--- config.mk ---
export PLATFORM = sky130hd
export DESIGN_NAME = spi_frame_decoder
export DESIGN_NICKNAME = d
export VERILOG_FILES = /design/src/spi_frame_pkg.sv /design/src/pin_sync.sv /design/src/spi_frame_decoder.sv
export SDC_FILE = /design/constraint.sdc
export NUM_CORES = 1
export LEC_CHECK = 0
export ABC_AREA = 1
export BUFFER_PORTS_ARGS = -buffer_cell sky130_fd_sc_hd__buf_4
export CAP_MARGIN = 30
export CORE_MARGIN = 2
export CORE_UTILIZATION = 55
export CTS_BUF_LIST = sky130_fd_sc_hd__clkbuf_4 sky130_fd_sc_hd__clkbuf_8
export DETAILED_ROUTE_END_ITERATION = 16
export HOLD_SLACK_MARGIN = 0.03
export PLACE_DENSITY_LB_ADDON = 0.25
export SLEW_MARGIN = 20
export SYNTH_ARGS = -nofsm -noshare
export SYNTH_HDL_FRONTEND = slang
export SYNTH_SLANG_ARGS = --single-unit
--- constraint.sdc ---
create_clock -name ref_clk -period 3.34 [get_ports ref_clk]
set_input_delay 0.167 -clock ref_clk [delete_from_list [all_inputs] [get_ports ref_clk]]
set_output_delay 0.167 -clock ref_clk [all_outputs]
set_load 0.01 [all_outputs]
--- src/spi_frame_pkg.sv ---
// Purpose: Shared constants and carriers for the serial transaction frame decoder.
// Assumes: Register bus with 8-bit byte addresses and 32-bit words.
// Notes: All offsets are byte addresses of aligned words.
package spi_frame_pkg;
   localparam logic [7:0] REG_CTRL = 8'h00;
   localparam logic [7:0] REG_STATUS = 8'h04;
   localparam logic [7:0] REG_ADDR = 8'h08;
   localparam logic [7:0] REG_TXDATA = 8'h0c;
   localparam logic [7:0] REG_RXDATA = 8'h10;
   // Status field positions
   localparam int ST_EXPECT = 0;
   localparam int ST_BUSY = 1;
   localparam int ST_READ = 2;
   localparam int ST_SIZE_LO = 8;
   // Header and address layout on the wire
   localparam logic [4:0] LAST_ADDR_BIT = 5'h1f;
   localparam int HDR_DIR = 30;
   localparam int HDR_SIZE_HI = 28;
   localparam int HDR_SIZE_LO = 23;
   localparam int HDR_WIN_HI = 22;
   localparam int HDR_WIN_LO = 15;
   localparam logic [7:0] OWN_WINDOW = 8'hd4;
   localparam logic [2:0] WAIT_WINDOW_LAST = 3'h7;
   localparam logic [2:0] BYTE_LAST_BIT = 3'h7;
   // Reset values
   localparam logic [3:0] CTRL_RESET = 4'h0;
   localparam logic [31:0] TXDATA_RESET = 32'h0000_0000;

   typedef struct packed {
      logic csN;
      logic sclk;
      logic mosi;
   } pins_s;

   typedef struct packed {
      logic valid;
      logic [5:0] index;
      logic [7:0] data;
   } rx_byte_s;
endpackage : spi_frame_pkg

--- src/pin_sync.sv ---
// Purpose: Three-stage synchroniser with agreement filter for pin inputs.
// Assumes: Inputs are asynchronous to ref_clk.
// Notes: Output follows only when stages two and three agree.
`timescale 1ns/1ps
module pin_sync #(
   parameter int WIDTH = 3,
   parameter logic [WIDTH-1:0] INIT = '1
) (
   input wire logic ref_clk,
   input wire logic rst,
   input wire logic [WIDTH-1:0] async,
   output logic [WIDTH-1:0] synced
);
   logic [WIDTH-1:0] s1_q, s2_q, s3_q, out_q, out_d;

   // First stage feeds only the second stage
   always_comb begin
      out_d = out_q;
      for (int i = 0; i < WIDTH; i++) begin
         if (s2_q[i] == s3_q[i]) begin
            out_d[i] = s3_q[i];
         end
      end
   end

   always_ff @(posedge ref_clk) begin
      if (rst) begin
         s1_q <= INIT;
         s2_q <= INIT;
         s3_q <= INIT;
         out_q <= INIT;
      end else begin
         s1_q <= async;
         s2_q <= s1_q;
         s3_q <= s2_q;
         out_q <= out_d;
      end
   end

   assign synced = out_q;
endmodule : pin_sync

--- src/spi_frame_decoder.sv ---
// Purpose: Device-side decoder of mode-0 serial register-access frames.
// Assumes: Serial clock is far slower than ref_clk and is oversampled.
// Notes: Read data come from TXDATA, written bytes leave on rxByte.
// What this block does
// - Header bit seven selects read or write
// - Size field counts bytes minus one, 1..64
// - Size bits five..zero are wire bits 2..7
// - Address bits 23..0 follow, msb first
// - Wait states only between address and data
// - Data least significant byte first, msb first
// - Written bytes map lowest byte first, lowest offset
// - Payload bytes pass through in arrival order
// - Launch on falling edge, sample on rising
// - Low in window waits, high ends waiting
// - Only frames in D4 window are served
// - Short write sets the data expected flag
`timescale 1ns/1ps
module spi_frame_decoder #(
   parameter int WAIT_WIDTH = 4
) (
   input wire logic ref_clk,
   input wire logic rst,
   input wire spi_frame_pkg::pins_s pins,
   output logic miso,
   output logic misoOe,
   output spi_frame_pkg::rx_byte_s rxByte,
   input wire logic [7:0] regAddr,
   input wire logic [31:0] wrData,
   input wire logic wrStb,
   input wire logic rdStb,
   output logic [31:0] rdData
);
   typedef enum logic [2:0] {IDLE, HEAD, WAITST, DATA, DONE} state_e;

   logic [2:0] pinsS;
   logic csHigh, sclkS, mosiS, sclkPrev_q, rise, fall;
   state_e st_q, st_d;
   logic [4:0] bitCnt_q, bitCnt_d;
   logic [30:0] hdr_q, hdr_d;
   logic [5:0] size_q, size_d;
   logic [23:0] addr_q, addr_d;
   logic isRead_q, isRead_d;
   logic [2:0] waitBit_q, waitBit_d;
   logic [WAIT_WIDTH-1:0] waitLeft_q, waitLeft_d;
   logic [6:0] byteIdx_q, byteIdx_d;
   logic [7:0] rxSh_q, rxSh_d;
   logic [31:0] rxWord_q, rxWord_d;
   logic miso_q, miso_d, oe_q, oe_d;
   spi_frame_pkg::rx_byte_s rx_q, rx_d;
   logic expSet;
   logic [7:0] curByte;
   logic [WAIT_WIDTH-1:0] waitCfg_q, waitCfg_d;
   logic [31:0] tx_q, tx_d, rd_q, rd_d;
   logic exp_q, exp_d;

   pin_sync #(.WIDTH(3), .INIT(3'h4)) u_sync (
      .ref_clk(ref_clk),
      .rst(rst),
      .async(pins),
      .synced(pinsS)
   );
   assign csHigh = pinsS[2];
   assign sclkS = pinsS[1];
   assign mosiS = pinsS[0];
   assign rise = sclkS & ~sclkPrev_q;
   assign fall = ~sclkS & sclkPrev_q;
   assign curByte = tx_q[{byteIdx_q[1:0], 3'h0} +: 8];

   // Link frame state
   always_comb begin
      st_d = st_q;
      bitCnt_d = bitCnt_q;
      hdr_d = hdr_q;
      size_d = size_q;
      addr_d = addr_q;
      isRead_d = isRead_q;
      waitBit_d = waitBit_q;
      waitLeft_d = waitLeft_q;
      byteIdx_d = byteIdx_q;
      rxSh_d = rxSh_q;
      rxWord_d = rxWord_q;
      miso_d = miso_q;
      oe_d = oe_q;
      rx_d = rx_q;
      rx_d.valid = 1'b0;
      expSet = 1'b0;
      if (csHigh) begin
         // Partial frames are abandoned at once; bytes already completed stay delivered
         st_d = IDLE;
         oe_d = 1'b0;
         miso_d = 1'b0;
         bitCnt_d = '0;
         expSet = (st_q == WAITST || st_q == DATA) && !isRead_q;
      end else begin
         unique case (st_q)
            IDLE: begin
               st_d = HEAD;
               bitCnt_d = '0;
            end
            HEAD: begin
               if (rise) begin
                  hdr_d = {hdr_q[29:0], mosiS};
                  bitCnt_d = bitCnt_q + 5'h1;
                  if (bitCnt_q == spi_frame_pkg::LAST_ADDR_BIT) begin
                     isRead_d = hdr_q[spi_frame_pkg::HDR_DIR];
                     size_d = hdr_q[spi_frame_pkg::HDR_SIZE_HI:spi_frame_pkg::HDR_SIZE_LO];
                     addr_d = {hdr_q[spi_frame_pkg::HDR_WIN_HI:0], mosiS};
                     if (hdr_q[spi_frame_pkg::HDR_WIN_HI:spi_frame_pkg::HDR_WIN_LO]
                         == spi_frame_pkg::OWN_WINDOW) begin
                        st_d = WAITST;
                        oe_d = 1'b1;
                        miso_d = 1'b1;
                        waitBit_d = '0;
                        waitLeft_d = waitCfg_q;
                     end else begin
                        st_d = DONE;
                     end
                  end
               end
            end
            WAITST: begin
               if (fall && waitBit_q == '0) begin
                  miso_d = (waitLeft_q == '0);
               end
               if (rise) begin
                  if (waitBit_q == '0 && miso_q) begin
                     st_d = DATA;
                     bitCnt_d = '0;
                     byteIdx_d = '0;
                  end else begin
                     // Window repeats every eight clocks while waiting
                     waitBit_d = waitBit_q + 3'h1;
                     if (waitBit_q == '0) begin
                        waitLeft_d = waitLeft_q - 1'b1;
                     end
                  end
               end
            end
            DATA: begin
               if (fall && isRead_q) begin
                  miso_d = curByte[spi_frame_pkg::BYTE_LAST_BIT - bitCnt_q[2:0]];
               end
               if (rise) begin
                  rxSh_d = {rxSh_q[6:0], mosiS};
                  bitCnt_d = bitCnt_q + 5'h1;
                  if (bitCnt_q[2:0] == spi_frame_pkg::BYTE_LAST_BIT) begin
                     byteIdx_d = byteIdx_q + 7'h1;
                     if (!isRead_q) begin
                        rx_d.valid = 1'b1;
                        rx_d.index = byteIdx_q[5:0];
                        rx_d.data = {rxSh_q[6:0], mosiS};
                        rxWord_d[{byteIdx_q[1:0], 3'h0} +: 8] = {rxSh_q[6:0], mosiS};
                     end
                     if (byteIdx_q[5:0] == size_q) begin
                        st_d = DONE;
                     end
                  end
               end
            end
            DONE: begin
            end
         endcase
      end
   end

   always_ff @(posedge ref_clk) begin
      if (rst) begin
         sclkPrev_q <= 1'b0;
         st_q <= IDLE;
         bitCnt_q <= '0;
         hdr_q <= '0;
         size_q <= '0;
         addr_q <= '0;
         isRead_q <= 1'b0;
         waitBit_q <= '0;
         waitLeft_q <= '0;
         byteIdx_q <= '0;
         rxSh_q <= '0;
         rxWord_q <= '0;
         miso_q <= 1'b0;
         oe_q <= 1'b0;
         rx_q <= '0;
      end else begin
         sclkPrev_q <= sclkS;
         st_q <= st_d;
         bitCnt_q <= bitCnt_d;
         hdr_q <= hdr_d;
         size_q <= size_d;
         addr_q <= addr_d;
         isRead_q <= isRead_d;
         waitBit_q <= waitBit_d;
         waitLeft_q <= waitLeft_d;
         byteIdx_q <= byteIdx_d;
         rxSh_q <= rxSh_d;
         rxWord_q <= rxWord_d;
         miso_q <= miso_d;
         oe_q <= oe_d;
         rx_q <= rx_d;
      end
   end

   // Register port; read data stand only in the cycle after the strobe
   always_comb begin
      waitCfg_d = waitCfg_q;
      tx_d = tx_q;
      rd_d = '0;
      // Hardware set beats a simultaneous software clear
      exp_d = expSet | exp_q;
      if (wrStb) begin
         unique case (regAddr)
            spi_frame_pkg::REG_CTRL: waitCfg_d = wrData[WAIT_WIDTH-1:0];
            spi_frame_pkg::REG_STATUS: exp_d = expSet | (exp_q & ~wrData[spi_frame_pkg::ST_EXPECT]);
            spi_frame_pkg::REG_TXDATA: tx_d = wrData;
            default: ;
         endcase
      end
      if (rdStb) begin
         unique case (regAddr)
            spi_frame_pkg::REG_CTRL: rd_d[WAIT_WIDTH-1:0] = waitCfg_q;
            spi_frame_pkg::REG_STATUS: begin
               rd_d[spi_frame_pkg::ST_EXPECT] = exp_q;
               rd_d[spi_frame_pkg::ST_BUSY] = (st_q != IDLE);
               rd_d[spi_frame_pkg::ST_READ] = isRead_q;
               rd_d[spi_frame_pkg::ST_SIZE_LO +: 6] = size_q;
            end
            spi_frame_pkg::REG_ADDR: rd_d[23:0] = addr_q;
            spi_frame_pkg::REG_TXDATA: rd_d = tx_q;
            spi_frame_pkg::REG_RXDATA: rd_d = rxWord_q;
            default: ;
         endcase
      end
   end

   always_ff @(posedge ref_clk) begin
      if (rst) begin
         waitCfg_q <= spi_frame_pkg::CTRL_RESET[WAIT_WIDTH-1:0];
         tx_q <= spi_frame_pkg::TXDATA_RESET;
         rd_q <= '0;
         exp_q <= 1'b0;
      end else begin
         waitCfg_q <= waitCfg_d;
         tx_q <= tx_d;
         rd_q <= rd_d;
         exp_q <= exp_d;
      end
   end

   assign miso = miso_q;
   assign misoOe = oe_q;
   assign rxByte = rx_q;
   assign rdData = rd_q;
endmodule : spi_frame_decoder

Word-level counts from Yosys, hierarchy flattened
Index checks and enable logic that the tools add are counted.
{ "word_totals": {"regBits": 222, "out_inout_bits": 49} }
{ "op_classes": {"add_sub_neg": 6, "magnitude_cmp": 1, "n_eq_ne": 27, "shifts": 3, "n_mux": 50, "n_bitwise": 14, "n_reduce_logical": 33} }
{ "ops": {"columns": ["op", "n"], "rows": [
  ["3-bit two-way mux", 13],
  ["32-bit bitwise mux", 1],
  ["8-bit by 7-bit variable shift with 32-bit output (first input constant)", 1],
  ["32-bit by 6-bit indexed part select with 8-bit output", 1],
  ["8-bit by 7-bit indexed part select with 32-bit output", 1],
  ["10-bit case mux with 3 select lines", 1],
  ["7-bit two-way mux", 4],
  ["4-bit two-way mux", 6],
  ["6-bit case mux with 4 select lines", 1],
  ["8-bit by 4-bit == test with 1-bit output (second input constant)", 2],
  ["8-bit case mux with 2 select lines", 1],
  ["8-bit AND reduction", 2],
  ["15-bit two-way mux", 1],
  ["5-bit two-way mux", 3],
  ["3-bit case mux with 5 select lines", 1],
  ["5-bit case mux with 3 select lines", 1],
  ["2-bit by 1-bit inequality test with 1-bit output (second input constant)", 7],
  ["7-bit case mux with 2 select lines", 1],
  ["2-bit inequality test (second input constant)", 6],
  ["3-bit case mux with 4 select lines", 1],
  ["4-bit case mux with 3 select lines", 1],
  ["4-bit AND reduction", 3],
  ["6-bit AND reduction", 2],
  ["1-bit two-way mux", 9],
  ["other kinds (39)", 64]
]} }

Logic depth before layout (Yosys ltp)
{ "depth": {"word_depth": 7, "mapped_depth": 12, "depth_no_buf": 12} }

Hierarchy
A second synthesis with hierarchy kept.
{ "unflattened": {"cells_unflattened": 1228, "hier_area_um2": 9230.1} }
{ "modules_own_cells": {"columns": ["module", "instances", "cells_per_inst", "area_per_inst_um2", "seq_area_each_um2"], "rows": [
  ["spi_frame_decoder", 1, 1185, 8856.0, 4184.0],
  ["pin_sync", 1, 43, 374.1, 240.2]
]} }

Worst setup path before layout
Ideal clock, no wire load.
{ "synth_timing": {"kind": "flip-flop to flip-flop", "start": "reg byteIdx_q[0]", "end": "reg rxWord_q[0]", "setup_ns": 0.070, "arrival_ns": 2.010, "path_slack_ns": 1.260, "stages_incl_launch_ff": 9, "path_buffers": 3, "path_cell_list": "dfxtp_1 inv_1 clkbuf_1 clkbuf_1 ha_1 clkbuf_1 nor2_1 nand3_1 a21oi_1"} }
{ "synth_between": {"elab_chain_cells": 3} }
{ "synth_rtl": {"columns": ["item", "line_no", "source"], "rows": [
  ["from (decl)", "spi_frame_decoder.sv:45", "logic [6:0] byteIdx_q, byteIdx_d;"],
  ["from (signal assigned)", "spi_frame_decoder.sv:193", "byteIdx_q <= byteIdx_d;"],
  ["5-bit negation with 7-bit output *", "spi_frame_decoder.sv:152", "rxWord_d[{byteIdx_q[1:0], 3'h0} +: 8] = {rxSh_q[6:0], mosiS};"],
  ["8-bit by 7-bit indexed part select with 32-bit output / 8-bit by 7-bit variable shift with 32-bit output (equally long branches)", "spi_frame_decoder.sv:152", null],
  ["32-bit bitwise mux *", "spi_frame_decoder.sv:152", null],
  ["to (signal assigned)", "spi_frame_decoder.sv:195", "rxWord_q <= rxWord_d;"],
  ["to (decl)", "spi_frame_decoder.sv:47", "logic [31:0] rxWord_q, rxWord_d;"]
]} }
Every way passes the cells marked *; elsewhere a longest branch is shown, timed or not.
A chain may end at the register's enable or synchronous reset.

Final worst setup path
{ "layout_timing": {"start": "reg bitCnt_q[0]", "end": "reg size_q[0]"} }
{ "layout_between": {"elab_chain_cells": 2} }
{ "layout_rtl": {"columns": ["item", "line_no", "source"], "rows": [
  ["from (decl)", "spi_frame_decoder.sv:38", "logic [4:0] bitCnt_q, bitCnt_d;"],
  ["from (signal assigned)", "spi_frame_decoder.sv:186", "bitCnt_q <= bitCnt_d;"],
  ["5-bit == test", "spi_frame_decoder.sv:104", "if (bitCnt_q == spi_frame_pkg::LAST_ADDR_BIT) begin"],
  ["4-bit AND reduction (no source line)", null, null],
  ["to (signal assigned)", "spi_frame_decoder.sv:188", "size_q <= size_d;"],
  ["to (decl)", "spi_frame_decoder.sv:40", "logic [5:0] size_q, size_d;"]
]} }
No other way between the ends.

==> metrics.md <==
| Metric | Value |
|---|---|
| Clock latency on the worst-skew pair | `between 0.5 and 0.6 ns` |
| Final hold slack | `about 0.06 ns` |
| Routed wire length | `25900 um` |
| Clock Pin Slew Worst Setup and Hold Paths | `around 0.06 ns` |
| Peak supply drop | `about 0.00034 V` |
| Syn_area_per_cell | `7.32 um2` |
| Setup violations, final | `0` |
| LEAKAGE | `between 4 and 5 nW` |
| Post-synth EDFFs | `0` |
| Largest net degree at the start of global routing | `94` |
| Total gr overflow | `0` |
| Routed wl met3 | `between 1500 and 2000 um` |
| Vias in the first global route | `~8100` |
| Fmax | `approximately 400 MHz` |
| Post-synthesis sequential area ratio | `approximately 49%` |
| Main synth FF type | `dfxtp_1` |
| Fin crit period | `2.47 ns` |
| Setup_tns | `0 ns` |
| Slew Viols, Final | `0` |
| Yosys warns | `0` |
| Final Cycle Share | `roughly three quarters` |
| Remaining DRCs | `0` |
| Top Metal Used | `met4` |
| CP required | `between 3 and 4 ns` |
| Cell Rows | `47` |
| Core area | `around 0.016 mm2` |
| Top post-synthesis cells by area | `dfxtp_1, nor2_1, o21ai_0` |
| Tightest Hold Check Type | `in -> reg` |
| Max Clock Skew | `0.0181 ns` |
| Worst path arrival time | `just under 3 ns` |
| Max-slew headroom | `38.3%` |
| Layout cells sized above 1 | `between 10 and 15%` |
| DR vias/cell | `~5.4` |
| Routability cong. | `about 0.91` |
| Initial antenna violation count | `0` |
| Status | `completed` |
| Die height | `roughly 130 um` |
| Die W | `133 um` |
| Yosys reg bits | `221` |
| MaxCap Viol Count | `0` |
| CTS Sinks | `about 220` |
| # Post-CTS Setup Buffers | `0` |
| Most frequent cells in the layout | `dfxtp_1, nor2_1, nand2_1` |
| TritonCTS Buffers | `37` |
| Critical Path Source Type | `flop` |
| Input/output buffers | `between 90 and 100` |
| Full die area | `about 0.018 mm2` |
| Antenna cells | `0` |
| CP Max Fanout | `27` |
| PwrDens | `around 480 mW/mm2` |
| Worst slew pin tran | `0.925 ns` |
| Most common cell after layout, fill and taps aside | `dfxtp_1` |
| H-tree levels | `2` |
| Critical path type | `reg -> reg` |
| FF-to-FF Start | `bitCnt_q[0]` |
| Worst setup path start | `bitCnt_q[0]` |
| Final Hold Fails | `0` |
| Fraction of registers with async set/reset | `0%` |
| Routed Antenna Nets | `0` |
| Post-DR wirelength/cell | `around 16 um` |
| Crit. End Element | `flop` |
| First-pass GRT wire length | `about 41000 um` |
| GRT Overall Usage | `between 20% and 30%` |
| Clock Path Buffers | `3` |
| Hold Path Origin | `wrStb` |
| Post-synthesis net count | `1304` |
| Post-Synthesis Cells | `~1200` |
| Metal2 WL | `about 12000 um` |
| Post-synth top area cell | `dfxtp_1` |
| Cell area after synthesis | `roughly 0.0091 mm2` |
| DRT iter0 DRCs | `around 850` |
| Area grow syn2layout | `22.5%` |
| Yosys cell types | `37` |
| HPWL after detailed placement | `between 15000 and 20000 um` |
| Metal-1 WL | `11200 um` |
| Routed vias | `8778` |
| Post-synth top area share | `between 40 and 50%` |
| CTS tree | `yes` |
| Clock root buffer | `clkbuf_8` |
| Initial Util | `roughly 56%` |
| RSZ-0062 raised after global routing | `no` |
| Final net count | `about 1400` |
| Io pins | `96` |
| Detailed-router iteration count before antenna repair | `5` |
final timing paths:
| kind | depth (start not counted) | slack (ns) | end |
|---|---|---|---|
| max | 11 | 0.87 | size_q[0] |
| min | 3 | 0.06 | waitCfg_q[3] |
| max reg2reg | 11 | 0.87 | size_q[0] |
| min reg2reg | 2 | 0.41 | u_sync.s2_q[1] |
area by class of cell:
type | instances | area (um2)
timing repair buffer | 145 | 1190
clock buffer | 62 | 778
sequential | 221 | 4420
inverter | 128 | 480
clock inverter | 4 | 47.5
fill | 1430 | 5240
multi-input combinational | 837 | 3970
tap | 220 | 275
flip-flops by register name, summed over array words and instances, names as in the netlist, 4 cells and up:
signal,flops
rdData,32
byteIdx_q,6
rxSh_q,7
hdr_q,31
bitCnt_q,5
rxByte,15
addr_q,24
waitCfg_q,4
waitLeft_q,4
tx_q,32
size_q,6
rxWord_q,32
stage by stage:
stage	power (mW)	std cells	utilization [%]	setup WS, ns	area [um2]
2_1_floorplan	2.76	1245	-	1.26	9120
3_3_place_gp	2.82	1516	60.9	1.01	9990
3_5_place_dp	2.82	1516	60.9	0.930	9990
4_1_cts	5.44	1617	68.1	0.860	11200
5_1_grt	5.56	1617	68.1	0.587	11200
6_report	5.40	1617	68.1	0.869	11200
synth_stat cells, types with 2 or more instances:
cell type	instances
a31oi_1	5
inv_2	3
xor2_1	5
nand2_2	2
clkbuf_1	47
buf_1	3
a21oi_1	134
nand2_1	178
or2_2	4
dfxtp_1	221
nor2_2	3
nand4_1	8
a211oi_1	12
nor3_1	16
ha_1	12
nor3_2	2
o21ai_1	4
o21ai_0	153
nand2_4	2
inv_1	121
nor4_1	2
buf_2	7
nor2_1	207
nand3_1	58
o22ai_1	21
clkinv_1	4
routing by layer:
metal,up-vias,GRT usage [%]
li1,4331,-
met1,4044,37.6
met2,340,46.5
met3,63,4.67
met4,0,14.0
met5,-,0
logic make-up (layout without fill, tap and decap cells):
logic type | after synthesis | count (layout) | synth area share (%)
fa+ha+maj | 12 | 12 | 1.65
compound gates | 332 | 332 | 19.0
simple gates | 487 | 487 | 22.4
buf+inv | 187 | 339 | 7.92
flops | 221 | 221 | 48.5
xor+xnor | 6 | 6 | 0.576
timing repair:
action                                 4_1_cts  5_1_grt
hold buffers                                35        0
gates resized for setup                      0        0
endpoints found under the hold margin       39        0
report_power, final:
| part | leakage (nW) | switching, mW | internal, mW |
|---|---|---|---|
| logic | 2.25 | 0.0784 | 0.0814 |
| clock network | 0.437 | 1.06 | 1.54 |
| registers | 1.78 | 0.00235 | 2.64 |
critical path, cell delays in order (launching register included):
cell and delay (ns):
dfxtp_1 0.36, ha_1 0.24, nand2_1 0.09, nor2_1 0.04
ha_1 0.21, inv_1 0.10, nor2_2 0.05, buf_4 0.18
inv_1 0.49, buf_4 0.35, o21ai_0 0.11, a21oi_1 0.16
Power figures use the tool's default switching activity.
